$ cat src/secure_zone_pkg.sv
// Constants, register map and types for the secure zone access control block
package secure_zone_pkg;

	// ****************************************************************
	// Register byte offsets
	// ****************************************************************
	localparam logic [7:0] ADDR_CTRL      = 8'h00;
	localparam logic [7:0] ADDR_ZONE_CFG  = 8'h04;
	localparam logic [7:0] ADDR_CMD       = 8'h08;
	localparam logic [7:0] ADDR_STATUS    = 8'h0C;
	localparam logic [7:0] ADDR_DATA0     = 8'h10;
	localparam logic [7:0] ADDR_DATA3     = 8'h1C;
	localparam logic [7:0] ADDR_PW_TRIALS = 8'h20;
	localparam logic [7:0] ADDR_KEY_TRIAL = 8'h24;

	// ****************************************************************
	// Field positions
	// ****************************************************************
	localparam int CTRL_ANTI_TEAR = 0;
	localparam int CTRL_SUPER_EN  = 1;
	localparam int CTRL_SUPER_SET = 2;
	localparam int CTRL_POWER_UP  = 8;
	localparam int CMD_OP         = 0;
	localparam int CMD_ADDR       = 4;
	localparam int CMD_LEN        = 11;
	localparam int CMD_IDX        = 15;
	localparam int CMD_RW         = 18;
	localparam int CMD_OUTCOME    = 19;
	localparam int ZC_WLOCK       = 0;
	localparam int ZC_NO_MODIFY   = 1;
	localparam int ZC_PROG_ONLY   = 2;
	localparam int ZC_ENC_REQ     = 3;
	localparam int ZC_SET         = 4;
	localparam int ZC_PW_REQ      = 7;
	localparam int ST_ERROR       = 1;

	// ****************************************************************
	// Reset values and limits
	// ****************************************************************
	localparam logic [4:0]  CTRL_RESET      = 5'h00;
	localparam logic [31:0] ZONE_CFG_RESET  = 32'h0000_0000;
	localparam logic [4:0]  TEAR_MAX_BYTES  = 5'h08;
	localparam logic [2:0]  TRIALS_LIMIT    = 3'h4;
	localparam logic [23:0] SECURE_CODE     = 24'hDD_4297;

	// ****************************************************************
	// Command codes
	// ****************************************************************
	localparam logic [3:0] OP_WRITE       = 4'h1;
	localparam logic [3:0] OP_READ        = 4'h2;
	localparam logic [3:0] OP_VERIFY_PW   = 4'h3;
	localparam logic [3:0] OP_SET_PW      = 4'h4;
	localparam logic [3:0] OP_AUTH        = 4'h5;
	localparam logic [3:0] OP_ENC_ACT     = 4'h6;
	localparam logic [3:0] OP_TAG_FAIL    = 4'h7;
	localparam logic [3:0] OP_SECURE_CODE = 4'h8;

	typedef enum logic [1:0] {MODE_STANDARD, MODE_AUTH, MODE_ENCRYPT} mode_type;
	typedef enum logic [1:0] {ST_IDLE, ST_CHECK, ST_COPY} engine_type;

endpackage

$ cat src/secure_zone_access_control.sv
// Access control engine for a secure serial memory, reached over Wishbone
//
// Added by the designer: the placing of the registers and register access over Wishbone.
`timescale 1ns/100ps
`default_nettype none

module secure_zone_access_control (
	input  wire logic        CORE_CLK,     // 100 MHz core clock
	input  wire logic        RST_N,        // Reset pin, active low
	input  wire logic        WB_CYC_I,     // Bus cycle
	input  wire logic        WB_STB_I,     // Bus strobe
	input  wire logic        WB_WE_I,      // Write enable
	input  wire logic [7:0]  WB_ADR_I,     // Byte address
	input  wire logic [3:0]  WB_SEL_I,     // Byte lanes
	input  wire logic [31:0] WB_DAT_I,     // Write data
	output logic      [31:0] WB_DAT_O,     // Read data
	output logic             WB_ACK_O,     // Acknowledge
	input  wire logic        PWR_LOSS,     // Supply lost, asynchronous
	output logic             BUSY,         // Engine busy, host must poll
	output logic      [1:0]  SEC_MODE,     // Communication security mode
	output logic             TEAR_PENDING  // Buffered copy not yet finished
);

	// ****************************************************************
	// Reset release
	// ****************************************************************
	logic [1:0] rst_pipe;
	logic       rst_n;

	// Release through two stages so all state leaves reset on one edge
	always_ff @(posedge CORE_CLK or negedge RST_N) begin
		if (!RST_N) begin
			rst_pipe <= 2'b00;
		end else begin
			rst_pipe <= {rst_pipe[0], 1'b1};
		end
	end
	assign rst_n = rst_pipe[1];

	// ****************************************************************
	// State
	// ****************************************************************
	typedef struct packed {
		logic                          ack;
		logic [31:0]                   rdat;
		logic                          pwr_meta;
		logic                          pwr_loss;
		logic [4:0]                    ctrl;
		logic [31:0]                   zone_cfg;
		logic [3:0][31:0]              data;
		logic                          error;
		secure_zone_pkg::mode_type     mode;
		logic                          pw_active;
		logic                          pw_write;
		logic [2:0]                    pw_set;
		logic                          sc_ok;
		logic                          enc_payload;
		logic [7:0]                    rdata;
		logic [7:0]                    mdc;
		logic [7:0][2:0]               pw_trials;
		logic [3:0][2:0]               key_trials;
		secure_zone_pkg::engine_type   state;
		logic [6:0]                    base;
		logic [4:0]                    len;
		logic [4:0]                    idx;
		logic                          single;
		logic                          tear_pending;
		logic [6:0]                    tear_addr;
		logic [4:0]                    tear_len;
		logic [15:0][7:0]              stage;
		logic [15:0][23:0]             pw_store;
		logic [127:0][7:0]             mem;
	} state_type;

	state_type r;
	state_type next;

	// ****************************************************************
	// Next state
	// ****************************************************************
	always_comb begin
		logic        req;
		logic        bus_wr;
		logic [31:0] wmask;
		logic [31:0] wval;
		logic [3:0]  op;
		logic [2:0]  set;
		logic [6:0]  ca;
		logic [7:0]  zc;
		logic [7:0]  old;
		logic [7:0]  nb;
		logic [7:0]  lock;
		logic [7:0]  val;
		logic        deny;
		logic        super_ok;
		logic [31:0] rd;
		req      = WB_CYC_I & WB_STB_I;
		bus_wr   = req & WB_WE_I & r.ack;
		wmask    = {{8{WB_SEL_I[3]}}, {8{WB_SEL_I[2]}}, {8{WB_SEL_I[1]}}, {8{WB_SEL_I[0]}}};
		wval     = WB_DAT_I & wmask;
		op       = WB_DAT_I[secure_zone_pkg::CMD_OP +: 4];
		set      = WB_DAT_I[secure_zone_pkg::CMD_IDX +: 3];
		ca       = 7'(r.base + 7'(r.idx));
		zc       = r.zone_cfg[8 * ca[6:5] +: 8];
		old      = r.mem[ca];
		nb       = r.data[r.idx[3:2]][8 * r.idx[1:0] +: 8];
		lock     = r.mem[{ca[6:3], 3'b000}];
		val      = nb;
		deny     = 1'b0;
		super_ok = 1'b0;
		rd       = 32'h0000_0000;
		next     = r;

		// Registered ack: answer one cycle after the request, drop after one
		next.ack      = req & ~r.ack;
		next.pwr_meta = PWR_LOSS;
		next.pwr_loss = r.pwr_meta;

		// Read mux, latched with the ack so data is stable while ack is high
		unique case (WB_ADR_I & 8'hFC)
			secure_zone_pkg::ADDR_CTRL:      rd = {27'h000_0000, r.ctrl};
			secure_zone_pkg::ADDR_ZONE_CFG:  rd = r.zone_cfg;
			secure_zone_pkg::ADDR_STATUS: begin
				rd = {r.mdc, r.rdata, 3'h0, r.enc_payload, r.tear_pending, r.sc_ok,
				      r.pw_set, r.pw_write, r.pw_active, 1'b0, r.mode, r.error,
				      r.state != secure_zone_pkg::ST_IDLE};
			end
			secure_zone_pkg::ADDR_PW_TRIALS: rd = {8'h00, r.pw_trials};
			secure_zone_pkg::ADDR_KEY_TRIAL: rd = {20'h0_0000, r.key_trials};
			default: begin
				if (WB_ADR_I >= secure_zone_pkg::ADDR_DATA0 &&
				    WB_ADR_I <= (secure_zone_pkg::ADDR_DATA3 | 8'h03)) begin
					rd = r.data[WB_ADR_I[3:2]];
				end
			end
		endcase
		if (req & ~r.ack) begin
			next.rdat = rd;
		end

		// Register writes take effect on the edge that drops the ack, one cycle after it rises
		if (bus_wr) begin
			unique case (WB_ADR_I & 8'hFC)
				secure_zone_pkg::ADDR_CTRL: begin
					next.ctrl = (r.ctrl & ~wmask[4:0]) | wval[4:0];
				end
				secure_zone_pkg::ADDR_ZONE_CFG: begin
					next.zone_cfg = (r.zone_cfg & ~wmask) | wval;
				end
				secure_zone_pkg::ADDR_STATUS: begin
					// Write one to clear; a new error later in this cycle wins
					if (wval[secure_zone_pkg::ST_ERROR]) begin
						next.error = 1'b0;
					end
				end
				default: begin
					if (WB_ADR_I >= secure_zone_pkg::ADDR_DATA0 &&
					    WB_ADR_I <= (secure_zone_pkg::ADDR_DATA3 | 8'h03)) begin
						next.data[WB_ADR_I[3:2]] = (r.data[WB_ADR_I[3:2]] & ~wmask) | wval;
					end
				end
			endcase
		end

		// Power-up event: volatile security state is lost, standard mode
		if (bus_wr && (WB_ADR_I & 8'hFC) == secure_zone_pkg::ADDR_CTRL &&
		    wval[secure_zone_pkg::CTRL_POWER_UP]) begin
			next.mode      = secure_zone_pkg::MODE_STANDARD;
			next.pw_active = 1'b0;
			next.sc_ok     = 1'b0;
			if (r.state != secure_zone_pkg::ST_IDLE) begin
				next.error = 1'b1;
			end else if (r.tear_pending) begin
				// Replay the interrupted copy from the buffer
				next.idx   = 5'h00;
				next.state = secure_zone_pkg::ST_COPY;
			end
		end

		// Command issue; only one command runs at a time
		if (bus_wr && (WB_ADR_I & 8'hFC) == secure_zone_pkg::ADDR_CMD) begin
			if (r.state != secure_zone_pkg::ST_IDLE) begin
				next.error = 1'b1;
			end else begin
				unique case (op)
					secure_zone_pkg::OP_WRITE: begin
						next.base   = WB_DAT_I[secure_zone_pkg::CMD_ADDR +: 7];
						next.len    = 5'(WB_DAT_I[secure_zone_pkg::CMD_LEN +: 4]) + 5'h01;
						next.idx    = 5'h00;
						next.mdc    = 8'h00;
						next.single = r.zone_cfg[8 * WB_DAT_I[secure_zone_pkg::CMD_ADDR + 5 +: 2]
						              + secure_zone_pkg::ZC_WLOCK];
						next.enc_payload = r.mode == secure_zone_pkg::MODE_ENCRYPT;
						if (r.ctrl[secure_zone_pkg::CTRL_ANTI_TEAR] &&
						    next.len > secure_zone_pkg::TEAR_MAX_BYTES) begin
							next.error = 1'b1;
						end else begin
							next.state = secure_zone_pkg::ST_CHECK;
						end
					end
					secure_zone_pkg::OP_READ: begin
						ca = WB_DAT_I[secure_zone_pkg::CMD_ADDR +: 7];
						zc = r.zone_cfg[8 * ca[6:5] +: 8];
						// Encryption-required zone is closed outside encryption mode
						deny = (zc[secure_zone_pkg::ZC_ENC_REQ] &
						        r.mode != secure_zone_pkg::MODE_ENCRYPT) |
						       (zc[secure_zone_pkg::ZC_PW_REQ] & ~(r.pw_active &
						        r.pw_set == zc[secure_zone_pkg::ZC_SET +: 3]));
						next.rdata = deny ? 8'h00 : r.mem[ca];
						next.enc_payload = r.mode == secure_zone_pkg::MODE_ENCRYPT;
						if (deny) begin
							next.error = 1'b1;
						end
					end
					secure_zone_pkg::OP_VERIFY_PW: begin
						next.enc_payload = r.mode == secure_zone_pkg::MODE_ENCRYPT;
						if (r.pw_trials[set] >= secure_zone_pkg::TRIALS_LIMIT) begin
							next.error = 1'b1;
						end else if (r.pw_store[{set, WB_DAT_I[secure_zone_pkg::CMD_RW]}] ==
						             r.data[0][23:0]) begin
							// One active password; a new one replaces the old
							next.pw_active    = 1'b1;
							next.pw_set       = set;
							next.pw_write     = WB_DAT_I[secure_zone_pkg::CMD_RW];
							next.pw_trials[set] = 3'h0;
						end else begin
							next.pw_active      = 1'b0;
							next.pw_trials[set] = r.pw_trials[set] + 3'h1;
							next.error          = 1'b1;
						end
					end
					secure_zone_pkg::OP_SET_PW: begin
						super_ok = r.ctrl[secure_zone_pkg::CTRL_SUPER_EN] & r.pw_active &
						           r.pw_write &
						           r.pw_set == r.ctrl[secure_zone_pkg::CTRL_SUPER_SET +: 3];
						if (r.sc_ok || super_ok) begin
							next.pw_store[{set, WB_DAT_I[secure_zone_pkg::CMD_RW]}] =
								r.data[0][23:0];
						end else begin
							next.error = 1'b1;
						end
					end
					secure_zone_pkg::OP_AUTH: begin
						if (r.key_trials[set[1:0]] >= secure_zone_pkg::TRIALS_LIMIT) begin
							next.error = 1'b1;
						end else if (WB_DAT_I[secure_zone_pkg::CMD_OUTCOME]) begin
							next.mode = secure_zone_pkg::MODE_AUTH;
							next.key_trials[set[1:0]] = 3'h0;
						end else begin
							// Failed request cancels any earlier success
							next.mode  = secure_zone_pkg::MODE_STANDARD;
							next.key_trials[set[1:0]] = r.key_trials[set[1:0]] + 3'h1;
							next.error = 1'b1;
						end
					end
					secure_zone_pkg::OP_ENC_ACT: begin
						if (r.mode != secure_zone_pkg::MODE_STANDARD &&
						    WB_DAT_I[secure_zone_pkg::CMD_OUTCOME]) begin
							next.mode = secure_zone_pkg::MODE_ENCRYPT;
						end else begin
							next.error = 1'b1;
						end
					end
					secure_zone_pkg::OP_TAG_FAIL: begin
						// Tag only matters in secure modes; mismatch drops the mode
						if (r.mode != secure_zone_pkg::MODE_STANDARD) begin
							next.mode  = secure_zone_pkg::MODE_STANDARD;
							next.error = 1'b1;
						end
					end
					secure_zone_pkg::OP_SECURE_CODE: begin
						next.sc_ok = r.data[0][23:0] == secure_zone_pkg::SECURE_CODE;
						if (r.data[0][23:0] != secure_zone_pkg::SECURE_CODE) begin
							next.error = 1'b1;
						end
					end
					default: begin
						next.error = 1'b1;
					end
				endcase
			end
		end

		// ************************************************************
		// Write engine
		// ************************************************************
		unique case (r.state)
			secure_zone_pkg::ST_IDLE: begin
			end
			secure_zone_pkg::ST_CHECK: begin
				// Write-lock zones keep only the first byte
				if (r.pwr_loss) begin
					next.state = secure_zone_pkg::ST_IDLE;
				end else if (r.idx < r.len && !(r.single && r.idx != 5'h00)) begin
					deny = zc[secure_zone_pkg::ZC_NO_MODIFY] |
					       (zc[secure_zone_pkg::ZC_ENC_REQ] &
					        r.mode != secure_zone_pkg::MODE_ENCRYPT) |
					       (zc[secure_zone_pkg::ZC_PW_REQ] & ~(r.pw_active & r.pw_write &
					        r.pw_set == zc[secure_zone_pkg::ZC_SET +: 3]));
					if (zc[secure_zone_pkg::ZC_WLOCK]) begin
						if (ca[2:0] == 3'h0) begin
							deny = deny | ~lock[0];
							val  = old & nb;
						end else begin
							deny = deny | ~lock[ca[2:0]];
						end
					end
					if (zc[secure_zone_pkg::ZC_PROG_ONLY]) begin
						val = old & nb;
					end
					if (deny) begin
						next.error = 1'b1;
						next.state = secure_zone_pkg::ST_IDLE;
					end else begin
						// Staged value already carries the destination's conditions
						next.stage[r.idx[3:0]] = val;
						next.mdc = r.mdc + nb;
						next.idx = r.idx + 5'h01;
					end
				end else begin
					next.tear_addr    = r.base;
					next.tear_len     = r.idx;
					next.tear_pending = r.ctrl[secure_zone_pkg::CTRL_ANTI_TEAR];
					next.idx          = 5'h00;
					next.state        = secure_zone_pkg::ST_COPY;
				end
			end
			secure_zone_pkg::ST_COPY: begin
				// Power loss stops mid-copy; pending flag keeps the replay armed
				if (r.pwr_loss) begin
					next.state = secure_zone_pkg::ST_IDLE;
				end else if (r.idx == r.tear_len) begin
					next.tear_pending = 1'b0;
					next.state        = secure_zone_pkg::ST_IDLE;
				end else begin
					next.mem[7'(r.tear_addr + 7'(r.idx))] = r.stage[r.idx[3:0]];
					next.idx = r.idx + 5'h01;
				end
			end
			default: begin
				next.state = secure_zone_pkg::ST_IDLE;
			end
		endcase
	end

	// ****************************************************************
	// Registers
	// ****************************************************************
	// Storage, buffer and passwords are nonvolatile and keep their contents
	always_ff @(posedge CORE_CLK or negedge rst_n) begin
		if (!rst_n) begin
			r.ack          <= 1'b0;
			r.rdat         <= 32'h0000_0000;
			r.pwr_meta     <= 1'b0;
			r.pwr_loss     <= 1'b0;
			r.ctrl         <= secure_zone_pkg::CTRL_RESET;
			r.zone_cfg     <= secure_zone_pkg::ZONE_CFG_RESET;
			r.data         <= '0;
			r.error        <= 1'b0;
			r.mode         <= secure_zone_pkg::MODE_STANDARD;
			r.pw_active    <= 1'b0;
			r.pw_write     <= 1'b0;
			r.pw_set       <= 3'h0;
			r.sc_ok        <= 1'b0;
			r.enc_payload  <= 1'b0;
			r.rdata        <= 8'h00;
			r.mdc          <= 8'h00;
			r.pw_trials    <= '0;
			r.key_trials   <= '0;
			r.state        <= secure_zone_pkg::ST_IDLE;
			r.base         <= 7'h00;
			r.len          <= 5'h00;
			r.idx          <= 5'h00;
			r.single       <= 1'b0;
			r.tear_pending <= 1'b0;
			r.tear_addr    <= 7'h00;
			r.tear_len     <= 5'h00;
		end else begin
			r <= next;
		end
	end

	// ****************************************************************
	// Outputs
	// ****************************************************************
	assign WB_ACK_O     = r.ack;
	assign WB_DAT_O     = r.rdat;
	assign BUSY         = r.state != secure_zone_pkg::ST_IDLE;
	assign SEC_MODE     = r.mode;
	assign TEAR_PENDING = r.tear_pending;

endmodule

`default_nettype wire

$ cat config.mk
export PLATFORM = sky130hd
export DESIGN_NAME = secure_zone_access_control
export DESIGN_NICKNAME = d
export VERILOG_FILES = /design/src/secure_zone_pkg.sv /design/src/secure_zone_access_control.sv
export SDC_FILE = /design/constraint.sdc
export NUM_CORES = 2
export LEC_CHECK = 0
export BUFFER_PORTS_ARGS = -buffer_cell sky130_fd_sc_hd__buf_4
export CAP_MARGIN = 20
export CORE_MARGIN = 5
export CORE_UTILIZATION = 40
export DETAILED_ROUTE_END_ITERATION = 10
export SLEW_MARGIN = 20
export SYNTH_ARGS = -nofsm -noshare
export SYNTH_HDL_FRONTEND = slang
export SYNTH_SLANG_ARGS = --single-unit
$ cat constraint.sdc
create_clock -name CORE_CLK -period 10.2 [get_ports CORE_CLK]
set_input_delay 1.02 -clock CORE_CLK [delete_from_list [all_inputs] [get_ports CORE_CLK]]
set_output_delay 1.02 -clock CORE_CLK [all_outputs]
set_load 0.005 [all_outputs]
==> out/metrics.cfg <==
[floorplan]
rows=170
start_util_pct=40.1
die_area_sq_mm=0.224
coreArea_sq_mm=0.214
io_pins=87
die_y_um=474
die_x_um=474

[clock_network]
insertion_delay_ps=870
cts_inserted_buffers=191
cts_setup_buffers=0
ctsResizeCount=0
htree_levels=4
cts_hold_buf=1
cts_tree=built
cts-root-buf=clkbuf_16
cts_sinks=1833
clkTransAtPathRegs_ps=60
clock_path_buffers=3

[critical_path]
crit_path_end_kind=flop
slowest_stage=nor4b_2
path_buf_inv=1
crit_path_start_kind=flop
crit_type=flop to flop
crit_top_cell=nand3_1
worstPathArrival_ps=6890
worstPathMaxFanout=24
required_ps=10670
critical-path-top-delay-family=simple AND/OR/NAND/NOR gates
cp_cell_sequence=ha_1 -> nor2b_1 -> o2111ai_1 -> nand3_1 -> nand2_2 -> buf_4 -> mux4_2 -> a22oi_1 -> nand3_1 -> o211ai_4 -> nand3_4 -> nor4b_2
cpPeakStageDelay_ps=1000

[global_route]
antenna_found_initial=6
globalRouteTotalUtil_pct=22.3
grt_pass1_vias=48100
grt_max_degree=148
grt_overflow=0
grt_pass1_wl_mm=362

[sta]
max_freq_mhz=156
maxSlewHeadroom_pct=19.6
hold_viol_final=0
tightestPinTransition_ps=1200
fin_skew_ps=64.6
fin_tns_setup_ps=0
min_period_ps=6430
rsz0062_at_grt=no
slew_viol_final=0
setup_violations=0
fin_crit_sh_pct=63.0

[logic_synthesis]
synthFlopType=edfxtp_1
async_reset_ff_share_pct=16.2
synthCells=4728
synth_seq_cells=1833
netlist_top_cells_area=edfxtp_1, mux4_2, dfrtp_1
yosysTopAreaCell=edfxtp_1
avgSynthCellArea_sq_um=18.2
synth.top_cell.area_share_pct=53.7
syn_area_sq_mm=0.0859
seq_area_frac_synth_pct=62.3
synth_nets=4814
yosys.cell_count.top_type=edfxtp_1
synth_edf_count=1536
synth_warnings=0
synthTopCellsByCount=edfxtp_1, mux4_2, dfrtp_1
yosysUniqueCellTypes=91

[run_status]
status=completed

[power_and_ir_drop]
powerDensity_mw_per_mm2=171
power_uw=16500
max-vdd-ir-drop_mv=0.194
p_leak_uw=0.0319

[layout]
syn_to_final_growth_pct=11.8
layout.nets=4814
drive_above_1_share_pct=31.4

[detailed_routing]
drc=0
dr.pass1.iters=9
routedWlPerCell_um=32.5
via_per_inst=6.33
drtIter0Drc=6326
ant_nets=0
routed_wl_mm=251
vias=48900

[placement]
portBuffers=84
gp_congestion=0.900
hpwl_mm=161

[job]
maxCapViolCount=0

[min_path]
hold_class=primary input to flop

-- state kept, by name (all words and copies together), names as in the netlist, named ones only --
name and count:
SEC_MODE 2, TEAR_PENDING 1, WB_DAT_O 32, next 1, r 1757, rst_pipe 2
WB_ACK_O 1
-- per-layer routing --
layer | vias to the layer above | track usage [%] | wire (um)
li1 | 19600 | - | -
met1 | 26300 | 31.3 | 102000
met2 | 2586 | 34.5 | 118000
met3 | 370 | 5.10 | 22800
met4 | 2 | 7.44 | 9140
met5 | - | 0 | 13
-- final timing paths --
check                          endpoint  slack (ps)        start  depth (start not counted)
hold reg to reg             rst_pipe[1]         360  rst_pipe[0]                          0
setup / recovery                r[1449]        3770      r[1552]                         12
setup reg to reg                r[1449]        3770      r[1552]                         12
min in group asynchronous  WB_DAT_O[26]         400  rst_pipe[1]                          0
hold / removal               next[1796]         280     PWR_LOSS                          1
max in group asynchronous  WB_DAT_O[11]        8460  rst_pipe[1]                          1
-- stage by stage --
stage | area, sq um | util (%) | cells | hold WS, ps | worst slack (ps)
after floorplan | 85900 | - | 4728 | 331 | 617
after global placement | 89600 | 41.8 | 7367 | 344 | 3980
after detailed placement | 89600 | 41.8 | 7367 | 336 | 3870
after CTS | 96000 | 44.8 | 7722 | 206 | 3860
after global routing | 96100 | 44.9 | 7729 | 234 | 3540
final | 96100 | 44.9 | 7730 | 281 | 3770
-- kinds of logic after synthesis --
group	after synthesis	synth area share, %
adder cells (fa/ha/maj)	36	0.550
multiplexers	1102	26.4
other	1	0.00436
AND/OR/NAND/NOR	809	4.30
flip-flops	1833	62.3
XOR/XNOR	65	0.693
AO/OA/AOI/OAI	468	3.58
buffers and inverters	414	2.10
-- layout make-up --
| class | count | area [sq um] |
|---|---|---|
| fill | 18100 | 118000 |
| sequential | 1833 | 53600 |
| multi-input combinational | 2481 | 30800 |
| clock buffer | 222 | 4920 |
| tap | 2838 | 3550 |
| timing repair buffer | 185 | 1570 |
| clock inverter | 132 | 1530 |
| inverter | 36 | 135 |
| antenna | 3 | 7.51 |
-- power breakdown --
group | internal, uW | switching, uW
Combinational | 449 | 663
Sequential | 8150 | 24.4
Clock | 4110 | 3060
Total | 12700 | 3750
-- cell usage in the layout (no fill, tap or decap), types with 14 or more instances in the layout --
cell type / synthesis / routed
ha_1: 33 / 32
nand4_1: 21 / 21
nand3_1: 80 / 80
nor2_1: 267 / 250
nand2b_1: 24 / 24
dfrtp_1: 297 / 292
clkbuf_1: 247 / 29
bufinv_16: 0 / 25
a221oi_1: 20 / 20
clkinv_2: 0 / 40
buf_4: 42 / 168
inv_1: 32 / 32
a22oi_1: 14 / 14
nor3_1: 41 / 38
a21oi_1: 136 / 136
mux4_2: 926 / 918
a21o_1: 29 / 29
mux2i_1: 99 / 99
a222oi_1: 16 / 16
xnor2_1: 39 / 38
a311o_1: 16 / 16
o21ai_0: 133 / 133
nand2_1: 282 / 279
a22o_1: 18 / 18
edfxtp_1: 1536 / 1536
clkinv_1: 2 / 47
mux2_2: 73 / 73
clkbuf_16: 0 / 191
nor2_4: 0 / 16
xor2_1: 24 / 24
(Power assumes the default switching activity.)
